$ cat src/logic/wcsr_pkg.sv
// Purpose: Shared constants for the watchdog control and status register block
// Assumes: APB with 32-bit data, one register per aligned word
// Notes:   Register indices are kept; byte address is four times the index
package wcsr_pkg;
   // ----------------------------------------
   // Register indices and byte addresses
   // ----------------------------------------
   localparam logic [7:0] IDX_CONTROL = 8'h00;
   localparam logic [7:0] IDX_STATUS  = 8'h01;
   localparam logic [7:0] IDX_COMMAND = 8'h02;
   localparam logic [7:0] IDX_UNLOCK  = 8'h03;
   localparam int         ADDR_W      = 4;
   localparam logic [ADDR_W-1:0] ADDR_CONTROL = ADDR_W'(IDX_CONTROL * 4);
   localparam logic [ADDR_W-1:0] ADDR_STATUS  = ADDR_W'(IDX_STATUS * 4);
   localparam logic [ADDR_W-1:0] ADDR_COMMAND = ADDR_W'(IDX_COMMAND * 4);
   localparam logic [ADDR_W-1:0] ADDR_UNLOCK  = ADDR_W'(IDX_UNLOCK * 4);

   // ----------------------------------------
   // Field layout and reset values
   // ----------------------------------------
   localparam int         CLOSED_HI    = 7;
   localparam int         CLOSED_LO    = 4;
   localparam int         OPEN_HI      = 3;
   localparam int         OPEN_LO      = 0;
   localparam int         LOCK_BIT     = 7;
   localparam int         BUSY_BIT     = 0;
   localparam int         RESTART_BIT  = 0;
   localparam logic [7:0] STATUS_RESET = 8'h00;
   localparam logic [3:0] CODE_OFF     = 4'h0;
   localparam logic [3:0] CODE_MAX     = 4'hb;
   localparam logic [3:0] CODE_SHIFT   = 4'h2;
   // Key value is arbitrary
   localparam logic [7:0] UNLOCK_KEY   = 8'h9c;

   // ----------------------------------------
   // Timing
   // ----------------------------------------
   localparam int          CLK_MHZ         = 50;
   localparam int          UNLOCK_NS       = 320;
   localparam logic [4:0]  UNLOCK_CYCLES   = 5'((UNLOCK_NS * CLK_MHZ + 999) / 1000);
   localparam logic [1:0]  SYNC_TICKS      = 2'h2;
   localparam int          CNT_W           = 14;
   localparam logic [CNT_W-1:0] CNT_ONE    = 14'h0001;

   typedef enum logic [2:0]
   {
      WCSR_OFF    = 3'b001,
      WCSR_CLOSED = 3'b010,
      WCSR_OPEN   = 3'b100
   } wcsr_state_t;
endpackage

$ cat src/logic/wcsr_top.sv
// Purpose: Watchdog control/status registers with timeout and window checking
// Assumes: Watchdog oscillator is a slow pin, sampled as an ordinary input
// Notes:   Zero-wait APB slave; unmapped addresses answer with pslverr
//
// Register access over APB is this design's own decision.
`timescale 1ns/10ps

module wcsr_top
(
   input  wire logic                       clock,
   input  wire logic                       rstn,
   input  wire logic                       psel,
   input  wire logic                       penable,
   input  wire logic                       pwrite,
   input  wire logic [wcsr_pkg::ADDR_W-1:0] paddr,
   input  wire logic [31:0]                pwdata,
   output logic      [31:0]                prdata,
   output logic                            pready,
   output logic                            pslverr,
   input  wire logic                       wdt_osc_clk,
   input  wire logic                       debug_mode,
   input  wire logic [7:0]                 boot_watchdog_setting,
   output logic                            system_reset_req,
   output logic                            unlock_open
);
   // ----------------------------------------
   // Input synchronisers
   // ----------------------------------------
   logic [1:0] osc_sync_reg;
   logic       osc_prev_reg;
   logic [1:0] dbg_sync_reg;
   logic       tick;
   logic       debug_s;

   always_ff @(posedge clock or negedge rstn)
   begin
      if (!rstn)
      begin
         osc_sync_reg <= 2'h0;
         osc_prev_reg <= 1'b0;
         dbg_sync_reg <= 2'h0;
      end
      else
      begin
         osc_sync_reg <= {osc_sync_reg[0], wdt_osc_clk};
         osc_prev_reg <= osc_sync_reg[1];
         dbg_sync_reg <= {dbg_sync_reg[0], debug_mode};
      end
   end

   assign tick    = osc_sync_reg[1] & ~osc_prev_reg;
   assign debug_s = dbg_sync_reg[1];

   // ----------------------------------------
   // Bus decode
   // ----------------------------------------
   logic setup;
   logic access;
   logic hit_ctrl;
   logic hit_stat;
   logic hit_cmd;
   logic hit_key;
   logic mapped;
   logic wr;

   assign setup    = psel & ~penable;
   assign access   = psel & penable;
   assign hit_ctrl = (paddr == wcsr_pkg::ADDR_CONTROL);
   assign hit_stat = (paddr == wcsr_pkg::ADDR_STATUS);
   assign hit_cmd  = (paddr == wcsr_pkg::ADDR_COMMAND);
   assign hit_key  = (paddr == wcsr_pkg::ADDR_UNLOCK);
   assign mapped   = hit_ctrl | hit_stat | hit_cmd | hit_key;
   assign wr       = access & pwrite & mapped;
   assign pready   = 1'b1;
   assign pslverr  = access & ~mapped;

   // ----------------------------------------
   // Registers
   // ----------------------------------------
   logic [7:0]  ctrl_reg;
   logic [7:0]  ctrl_active_reg;
   logic        lock_reg;
   logic        busy_reg;
   logic [1:0]  busy_cnt_reg;
   logic [4:0]  key_cnt_reg;
   logic        loaded_reg;
   logic        key_ok;
   logic        ctrl_we;
   logic        lock_set;
   logic        lock_clr;
   logic        key_write;
   logic [7:0]  status_val;

   assign key_write  = wr & hit_key & (pwdata[7:0] == wcsr_pkg::UNLOCK_KEY);
   assign key_ok     = (key_cnt_reg != 5'h00);
   assign unlock_open = key_ok;
   assign ctrl_we    = wr & hit_ctrl & key_ok & ~lock_reg;
   assign lock_set   = wr & hit_stat & key_ok & pwdata[wcsr_pkg::LOCK_BIT];
   assign lock_clr   = wr & hit_stat & key_ok & ~pwdata[wcsr_pkg::LOCK_BIT] & debug_s;
   assign status_val = {lock_reg, 6'h00, busy_reg};

   // Unlock window: opens on key, closes after one protected write or timeout
   always_ff @(posedge clock or negedge rstn)
   begin
      if (!rstn)
         key_cnt_reg <= 5'h00;
      else if (key_write)
         key_cnt_reg <= wcsr_pkg::UNLOCK_CYCLES;
      else if (wr & (hit_ctrl | hit_stat))
         key_cnt_reg <= 5'h00;
      else if (key_ok)
         key_cnt_reg <= key_cnt_reg - 5'h01;
   end

   // Boot load is one clocked step after release, never under reset
   always_ff @(posedge clock or negedge rstn)
   begin
      if (!rstn)
      begin
         loaded_reg <= 1'b0;
         ctrl_reg   <= 8'h00;
         lock_reg   <= wcsr_pkg::STATUS_RESET[wcsr_pkg::LOCK_BIT];
      end
      else if (!loaded_reg)
      begin
         loaded_reg <= 1'b1;
         ctrl_reg   <= boot_watchdog_setting;
         lock_reg   <= (boot_watchdog_setting[wcsr_pkg::OPEN_HI:wcsr_pkg::OPEN_LO]
                        != wcsr_pkg::CODE_OFF);
      end
      else
      begin
         if (ctrl_we)
            ctrl_reg <= pwdata[7:0];
         if (lock_set)
            lock_reg <= 1'b1;
         else if (lock_clr)
            lock_reg <= 1'b0;
      end
   end

   // ----------------------------------------
   // Crossing into the watchdog tick domain
   // ----------------------------------------
   // Busy counts whole ticks so the new value lands between two counts
   always_ff @(posedge clock or negedge rstn)
   begin
      if (!rstn)
      begin
         busy_reg        <= wcsr_pkg::STATUS_RESET[wcsr_pkg::BUSY_BIT];
         busy_cnt_reg    <= 2'h0;
         ctrl_active_reg <= 8'h00;
      end
      else if (ctrl_we | ~loaded_reg)
      begin
         // Busy raised on write, set wins
         busy_reg     <= 1'b1;
         busy_cnt_reg <= 2'h0;
      end
      else if (busy_reg & tick)
      begin
         if (busy_cnt_reg == wcsr_pkg::SYNC_TICKS - 2'h1)
         begin
            busy_reg        <= 1'b0;
            ctrl_active_reg <= ctrl_reg;
         end
         busy_cnt_reg <= busy_cnt_reg + 2'h1;
      end
   end

   // ----------------------------------------
   // Restart command crossing
   // ----------------------------------------
   logic       rst_pend_reg;
   logic [1:0] rst_cnt_reg;
   logic       restart_apply;
   logic       restart_cmd;

   assign restart_cmd   = wr & hit_cmd & pwdata[wcsr_pkg::RESTART_BIT];
   assign restart_apply = rst_pend_reg & tick & (rst_cnt_reg == wcsr_pkg::SYNC_TICKS - 2'h1);

   always_ff @(posedge clock or negedge rstn)
   begin
      if (!rstn)
      begin
         rst_pend_reg <= 1'b0;
         rst_cnt_reg  <= 2'h0;
      end
      else if (restart_cmd & ~rst_pend_reg)
      begin
         rst_pend_reg <= 1'b1;
         rst_cnt_reg  <= 2'h0;
      end
      else if (rst_pend_reg & tick)
      begin
         rst_pend_reg <= ~restart_apply;
         rst_cnt_reg  <= rst_cnt_reg + 2'h1;
      end
   end

   // ----------------------------------------
   // Timeout and window engine
   // ----------------------------------------
   // Reserved codes fall to the longest period; behaviour is undefined anyway
   function automatic logic [wcsr_pkg::CNT_W-1:0] ticks_of(input logic [3:0] code);
      logic [3:0] c;
      c = (code > wcsr_pkg::CODE_MAX) ? wcsr_pkg::CODE_MAX : code;
      ticks_of = wcsr_pkg::CNT_ONE << (c + wcsr_pkg::CODE_SHIFT);
   endfunction

   wcsr_pkg::wcsr_state_t    state_reg;
   wcsr_pkg::wcsr_state_t    state_next;
   logic [wcsr_pkg::CNT_W-1:0] cnt_reg;
   logic [wcsr_pkg::CNT_W-1:0] limit;
   logic [3:0]  win_code;
   logic [3:0]  per_code;
   logic        enabled;
   logic        expire;
   logic        fault;
   logic        restart_cnt;

   assign win_code = ctrl_active_reg[wcsr_pkg::CLOSED_HI:wcsr_pkg::CLOSED_LO];
   assign per_code = ctrl_active_reg[wcsr_pkg::OPEN_HI:wcsr_pkg::OPEN_LO];
   assign enabled  = (per_code != wcsr_pkg::CODE_OFF);
   assign limit    = (state_reg == wcsr_pkg::WCSR_CLOSED) ? ticks_of(win_code)
                                                          : ticks_of(per_code);
   assign expire   = tick & (cnt_reg == limit - wcsr_pkg::CNT_ONE);
   assign fault    = ((state_reg == wcsr_pkg::WCSR_OPEN) & expire & ~restart_apply)
                   | ((state_reg == wcsr_pkg::WCSR_CLOSED) & restart_apply);

   always_comb
   begin
      state_next  = state_reg;
      restart_cnt = 1'b0;
      case (state_reg)
         wcsr_pkg::WCSR_OFF:
         begin
            if (enabled)
            begin
               state_next  = wcsr_pkg::WCSR_OPEN;
               restart_cnt = 1'b1;
            end
         end
         wcsr_pkg::WCSR_OPEN:
         begin
            restart_cnt = restart_apply | expire;
            // Closed window only after a restart
            if (restart_apply & (win_code != wcsr_pkg::CODE_OFF))
               state_next = wcsr_pkg::WCSR_CLOSED;
         end
         wcsr_pkg::WCSR_CLOSED:
         begin
            restart_cnt = restart_apply | expire;
            if (restart_apply | expire)
               state_next = wcsr_pkg::WCSR_OPEN;
         end
         default:
         begin
            state_next  = wcsr_pkg::WCSR_OFF;
            restart_cnt = 1'b1;
         end
      endcase
      // Debug halt clears the count and holds the engine in WCSR_OFF
      if (!enabled | debug_s)
      begin
         state_next  = wcsr_pkg::WCSR_OFF;
         restart_cnt = 1'b1;
      end
   end

   always_ff @(posedge clock or negedge rstn)
   begin
      if (!rstn)
      begin
         state_reg        <= wcsr_pkg::WCSR_OFF;
         cnt_reg          <= '0;
         system_reset_req <= 1'b0;
      end
      else
      begin
         state_reg        <= state_next;
         if (restart_cnt)
            cnt_reg <= '0;
         else if (tick)
            cnt_reg <= cnt_reg + wcsr_pkg::CNT_ONE;
         system_reset_req <= fault & enabled & ~debug_s;
      end
   end

   // ----------------------------------------
   // Read data, captured in the setup cycle
   // ----------------------------------------
   logic [7:0] rd_mux;

   assign rd_mux = hit_ctrl ? ctrl_reg :
                   hit_stat ? status_val : 8'h00;

   always_ff @(posedge clock or negedge rstn)
   begin
      if (!rstn)
         prdata <= 32'h0000_0000;
      else if (setup)
         prdata <= {24'h00_0000, rd_mux};
   end
endmodule // wcsr_top

$ cat config.mk
export PLATFORM = sky130hd
export DESIGN_NAME = wcsr_top
export DESIGN_NICKNAME = d
export VERILOG_FILES = /design/src/logic/wcsr_pkg.sv /design/src/logic/wcsr_top.sv
export SDC_FILE = /design/constraint.sdc
export NUM_CORES = 1
export LEC_CHECK = 0
export BUFFER_PORTS_ARGS = -buffer_cell sky130_fd_sc_hd__buf_4
export CORE_ASPECT_RATIO = 1.25
export CORE_MARGIN = 4
export CORE_UTILIZATION = 35
export CTS_CLUSTER_SIZE = 16
export DETAILED_ROUTE_END_ITERATION = 6
export GPL_ROUTABILITY_DRIVEN = 0
export PLACE_DENSITY = 0.63
export SLEW_MARGIN = 20
export SYNTH_ARGS = -nofsm -noshare
export SYNTH_HDL_FRONTEND = slang
export SYNTH_SLANG_ARGS = --single-unit
$ cat constraint.sdc
create_clock -name clock -period 3.45 [get_ports clock]
set_clock_uncertainty 0.1 [all_clocks]
set_input_delay 0.345 -clock clock [delete_from_list [all_inputs] [get_ports clock]]
set_output_delay 0.345 -clock clock [all_outputs]
set_load 0.05 [all_outputs]
==> results of run 1 <==
==> cell usage in the layout, fill, tap and decap left out, types with 2 or more instances in the layout <==
cell type  Yosys  routed
nand4_1        4       4
mux2_2        10      10
mux2i_1       14      14
a211o_1        2       2
a22oi_1        2       2
a22o_1         7       7
mux2i_4        2       2
o31ai_1        2       2
clkinv_4       0       3
o211ai_1       3       3
nor4b_1        5       5
a21oi_1       23      23
clkbuf_16      0       9
ha_1           6       6
and4_1         2       2
nand4b_1       3       3
o22ai_1        4       4
xor2_1        11      11
nor2_1        33      33
a211oi_1       5       5
dfrtp_1       59      59
nand2_1       27      27
or3_1          3       3
o21ai_0        8       8
nand2b_1       7       7
nand3b_1       4       4
xnor2_1       15      15
nor3_1        18      18
or4_1          3       3
and3_1         7       7
nand3_1       18      18
inv_1          7       7
nor4_1         5       5
nor3b_1        3       3
conb_1         2      28
buf_4         26      41
==> stage by stage <==
stage	cells	power [µW]	hold WS, ps
after floorplan	412	1530	-50.6
after global placement	534	1630	234
after detailed placement	534	1650	241
after CTS	550	2590	12.5
after global routing	550	2730	9.16
final	550	2580	-18.6
==> report_power, final <==
group / total [µW] / switching (µW) / leakage, µW / internal [µW]
Combinational: 664 / 374 / 0.000939 / 290
Sequential: 991 / 175 / 0.000758 / 816
Clock: 925 / 341 / 0.000149 / 584
==> worst min-delay path by stage <==
stage | slack, ps | cells after the start | endpoint
after CTS | 10 | 1 | osc_sync_reg[0]$_DFF_PN0_
after global placement | 230 | 0 | osc_sync_reg[1]$_DFF_PN0_
after global routing | 9 | 1 | osc_sync_reg[0]$_DFF_PN0_
after floorplan | -50 | 0 | busy_cnt_reg[0]$_DFFE_PN0P_
final | -20 | 1 | loaded_reg$_DFF_PN0_
after detailed placement | 240 | 0 | osc_sync_reg[1]$_DFF_PN0_
==> logic make-up (layout without fill, tap and decap cells) <==
| kind of cell | after synthesis | after routing | synth area share [%] |
|---|---|---|---|
| other cells | 2 | 28 | 0.206 |
| compound gates | 63 | 63 | 11.2 |
| fa+ha+maj | 6 | 6 | 2.06 |
| flops | 60 | 60 | 41.3 |
| xor+xnor | 26 | 26 | 6.26 |
| buf+inv | 55 | 64 | 8.90 |
| mux | 27 | 27 | 8.56 |
| simple gates | 147 | 147 | 21.5 |
==> per-layer routing <==
metal	global-route usage (%)	vias up	wire (µm)
met4	5.89	0	165
met5	0	-	0
li1	-	1388	-
met3	2.75	16	394
met2	21.0	93	3730
met1	17.1	1401	3450
==> worst max-delay path, delay by kind of cell, from the launching register on <==
family	cells	cell delay [ps]
AND/OR/NAND/NOR	3	820
AO/OA/AOI/OAI	3	600
buffers and inverters	2	490
multiplexers	1	390
flip-flops	1	460
==> area by class of cell <==
class	count	area, µm²	share of cell area [%]
Tap cell	129	161	3.82
Clock inverter	6	72.6	1.72
Clock buffer	10	239	5.66
Multi-Input combinational cell	297	1910	45.3
Timing Repair Buffer	41	308	7.29
Inverter	7	26.3	0.623
Sequential cell	60	1500	35.6
==> impl_metrics.json, run 1 <==
{
  "netlist.area_leader.share_pct": 40.6,
  "grt_start_max_net_pins": 61,
  "postCtsSetupRepairBufs": 0,
  "ios": 87,
  "post-place-ws_ps": 550,
  "slowest_delay_ps": 460,
  "setup_ws_ps": 501,
  "firstDrtPassIters": 4,
  "wl_per_cell_um": 14.1,
  "dieArea_um2": 12100,
  "synthArstFlopShare_pct": 100,
  "num_vias": 2898,
  "critPathCaptureType": "flop",
  "reg2reg_depth": 9,
  "largest_reg_flops": 14,
  "port-buffer-count": 37,
  "netlist_top_cells_area": "dfrtp_1, buf_4, mux2i_1",
  "hold_path.class": "in -> async",
  "post-synth-top-count-cell": "dfrtp_1",
  "clock-sinks": 60,
  "period_minus_slack_ps": 2950,
  "clk_latency_ps": 330,
  "cts.path.max_buffers": 2,
  "reg2reg_setup_slack_ps": 500,
  "yosysTopAreaCell": "dfrtp_1",
  "synth-seq-area-share_pct": 41.3,
  "diodes": 0,
  "fp.coreArea_um2": 10100,
  "htreeDepth": 3,
  "timing.hold.ws_ps": -18.6,
  "cp.arrival_ps": 3100,
  "drt_iter0_drc": 271,
  "criticalPathCategory": "reg -> reg",
  "r2r_start": "state_reg[2]$_DFFE_PN0P_",
  "reg2reg_to": "system_reset_req$_DFF_PN0_",
  "violations": "negative hold slack",
  "yosysWarnings": 0,
  "syn2layout_area_growth_pct": 16.0,
  "layout.nets": 473,
  "antenna_left": 0,
  "cts_resized": 0,
  "clockRootBuffer": "clkbuf_16",
  "grt_pass1_vias": 2710,
  "yosys_register_bits": 60,
  "fmax_mhz": 339,
  "ys_types": 52,
  "status": "finished, violations left",
  "ctsHoldBuffers": 0,
  "dpl.hpwl_mm": 5.58,
  "drc_errors": 0,
  "drive_gt1_share_pct": 18.1,
  "crit_top_cell": "buf_4",
  "initial_core_util_pct": 36.0,
  "endpoint": "system_reset_req$_DFF_PN0_",
  "core.rowCount": 41,
  "syn_area_um2": 3640,
  "wl_mm": 7.75,
  "dieHeight_um": 122,
  "max-vdd-ir-drop_mv": 0.291,
  "start_kind": "flop",
  "grt_setup_unrepaired": "false",
  "antenna_found_initial": 0,
  "synth_edf_count": 0,
  "cts_tree": "done",
  "hold_viol": 15,
  "relSlewSlack_pct": 50.1,
  "path_cells": "nor3b_1, buf_4, mux2_2, o21ba_2, nor4b_1, o211ai_1, nor4_4, buf_4, a22o_1",
  "finalMaxSlewViolations": 0,
  "powerDensity_nw_per_um2": 611,
  "setup_viol": 0,
  "syn_avg_cell_area_um2": 9.43,
  "cp_slowest_cell": "dfrtp_1",
  "design_area_um2": 4220,
  "synthCells": 386,
  "die-width_um": 99.2,
  "required_ps": 3600,
  "leakagePower_uw": 0.00185,
  "placed_area_um2": 3910,
  "overflow": 0,
  "numCtsBuffers": 9,
  "tightest_slew_ps": 749,
  "fin_util_pct": 41.8,
  "fin_crit_sh_pct": 85.5,
  "grt_pass1_wl_mm": 12.9,
  "cap_violations": 0,
  "grt_usage_pct": 13.1,
  "critPathLaunch": "state_reg[2]$_DFFE_PN0P_",
  "via_per_inst": 5.27,
  "synth_top_flop_cell": "dfrtp_1",
  "nFillCells": 974,
  "setup_tns_ps": 0,
  "clkTransAtPathRegs_ps": 60,
  "crit_fanout": 16,
  "synth_common_cells": "dfrtp_1, nor2_1, nand2_1"
}
(Power assumes the default switching activity.)
==> run 2, diff against run 1 <==
--- a/config.mk
+++ b/config.mk
@@ -12,6 +12,7 @@
 export CTS_CLUSTER_SIZE = 16
 export DETAILED_ROUTE_END_ITERATION = 6
 export GPL_ROUTABILITY_DRIVEN = 0
+export MAX_ROUTING_LAYER = met4
 export PLACE_DENSITY = 0.63
 export SLEW_MARGIN = 20
 export SYNTH_ARGS = -nofsm -noshare
==> impl_metrics.json, run 2 (same netlist as run 1, synthesis figures left out) <==
{
  "crit_family": "simple AND/OR/NAND/NOR gates",
  "relSlewSlack_pct": 50.8,
  "setup_tns_ps": 0,
  "cap_violations": 0,
  "path_cells": "nor3b_1, buf_4, mux2_2, o21ba_2, nor4b_1, o211ai_1, nor4_4, buf_4, a22o_1",
  "cts_tree": "done",
  "drt_iter0_drc": 250,
  "port-buffer-count": 37,
  "tightest_slew_ps": 739,
  "finalMaxSlewViolations": 0,
  "wl_per_cell_um": 14.0,
  "firstDrtPassIters": 4,
  "antenna_found_initial": 0,
  "setup_viol": 0,
  "grt_usage_pct": 13.5,
  "grt_pass1_vias": 2709,
  "clock-sinks": 60,
  "hold_viol": 25,
  "top_layer_used": "met4",
  "max-vdd-ir-drop_mv": 0.292,
  "core.rowCount": 41,
  "mostFrequentLayoutCells": "dfrtp_1, buf_4, nor2_1, conb_1, nand2_1",
  "fmax_mhz": 340,
  "cp_slowest_cell": "dfrtp_1",
  "clk_latency_ps": 330,
  "swShare_pct": 34.4,
  "status": "finished, violations left",
  "start_kind": "flop",
  "fin_crit_sh_pct": 85.4,
  "syn2layout_area_growth_pct": 16.0,
  "htreeDepth": 3,
  "timing.hold.ws_ps": -23.6,
  "wl_met2_mm": 3.74,
  "final_common_cell": "dfrtp_1",
  "period_minus_slack_ps": 2950,
  "switching_power_uw": 888,
  "p_seq_share_pct": 38.4,
  "design_area_um2": 4220,
  "via_per_inst": 5.23,
  "fp.coreArea_um2": 10100,
  "critPathCaptureType": "flop",
  "grt_pass1_wl_mm": 12.9,
  "leakagePower_uw": 0.00185,
  "power_frac_comb_pct": 25.7,
  "crit_fanout": 16,
  "grt_setup_unrepaired": "false",
  "cts_resized": 0,
  "die-width_um": 99.2,
  "postCtsSetupRepairBufs": 0,
  "dieArea_um2": 12100,
  "hold_path.class": "in -> async",
  "clkPwrFrac_pct": 35.9,
  "cp.arrival_ps": 3100,
  "diodes": 0,
  "layout.nets": 473,
  "drive_gt1_share_pct": 18.1,
  "dpl.hpwl_mm": 5.58,
  "violations": "negative hold slack",
  "required_ps": 3600,
  "dr_wl_met3_um": 420,
  "initial_core_util_pct": 36.0,
  "fin_util_pct": 41.8,
  "placed_cells_incl_taps": 534,
  "dieHeight_um": 122,
  "slowest_delay_ps": 460,
  "wl_mm": 7.71,
  "ios": 87,
  "placed_area_um2": 3910,
  "overflow": 0,
  "drc_errors": 0,
  "largest_reg_flops": 14,
  "ctsHoldBuffers": 0,
  "numCtsBuffers": 9,
  "criticalPathCategory": "reg -> reg",
  "powerDensity_nw_per_um2": 611,
  "met1Wirelength_mm": 3.37,
  "crit_top_cell": "buf_4",
  "grt_start_max_net_pins": 61,
  "cp_num_buf_inv": 2,
  "p_int_uw": 1690,
  "cts.path.max_buffers": 2,
  "antenna_left": 0,
  "stdcell_count": 550,
  "clockRootBuffer": "clkbuf_16",
  "num_vias": 2878,
  "clkTransAtPathRegs_ps": 60
}
run 2: path summary, 6_finish.rpt:
path | from | endpoint | slack [ps] | cells after the start
hold reg to reg | osc_sync_reg[0]$_DFF_PN0_ | osc_sync_reg[1]$_DFF_PN0_ | 250 | 0
hold / removal | rstn | loaded_reg$_DFF_PN0_ | -20 | 1
min in group clock | wdt_osc_clk | osc_sync_reg[0]$_DFF_PN0_ | 20 | 1
setup reg to reg | state_reg[2]$_DFFE_PN0P_ | system_reset_req$_DFF_PN0_ | 500 | 9
setup / recovery | state_reg[2]$_DFFE_PN0P_ | system_reset_req$_DFF_PN0_ | 500 | 9
max in group asynchronous | rstn | cnt_reg[7]$_DFFE_PN0P_ | 2780 | 1
run 2: layout make-up:
class | count | area, µm²
well taps | 129 | 161
clock buffers | 10 | 239
clock inverters | 6 | 72.6
flip-flops and latches | 60 | 1500
inverters | 7 | 26.3
fillers | 974 | 5890
multi-input cells | 297 | 1910
repair buffers | 41 | 308
run 2: metrics by stage:
step / power, µW / setup WS (ps)
2_1_floorplan: 1530 / 758
3_3_place_gp: 1630 / 563
3_5_place_dp: 1650 / 550
4_1_cts: 2590 / 531
5_1_grt: 2730 / 189
6_report: 2580 / 505
run 2: metal layers:
metal,global-route usage [%],vias up
met4,5.89,0
li1,-,1385
met3,2.69,19
met1,17.2,1373
met5,-,-
met2,21.0,101
run 2: power by group through the flow:
stage | registers [µW] | clock network (µW) | logic (µW)
floorplan | 891 | 0 | 640
global placement | 991 | 0 | 641
detailed placement | 994 | 0 | 660
CTS | 985 | 946 | 664
global route | 1010 | 984 | 741
finish | 990 | 925 | 664
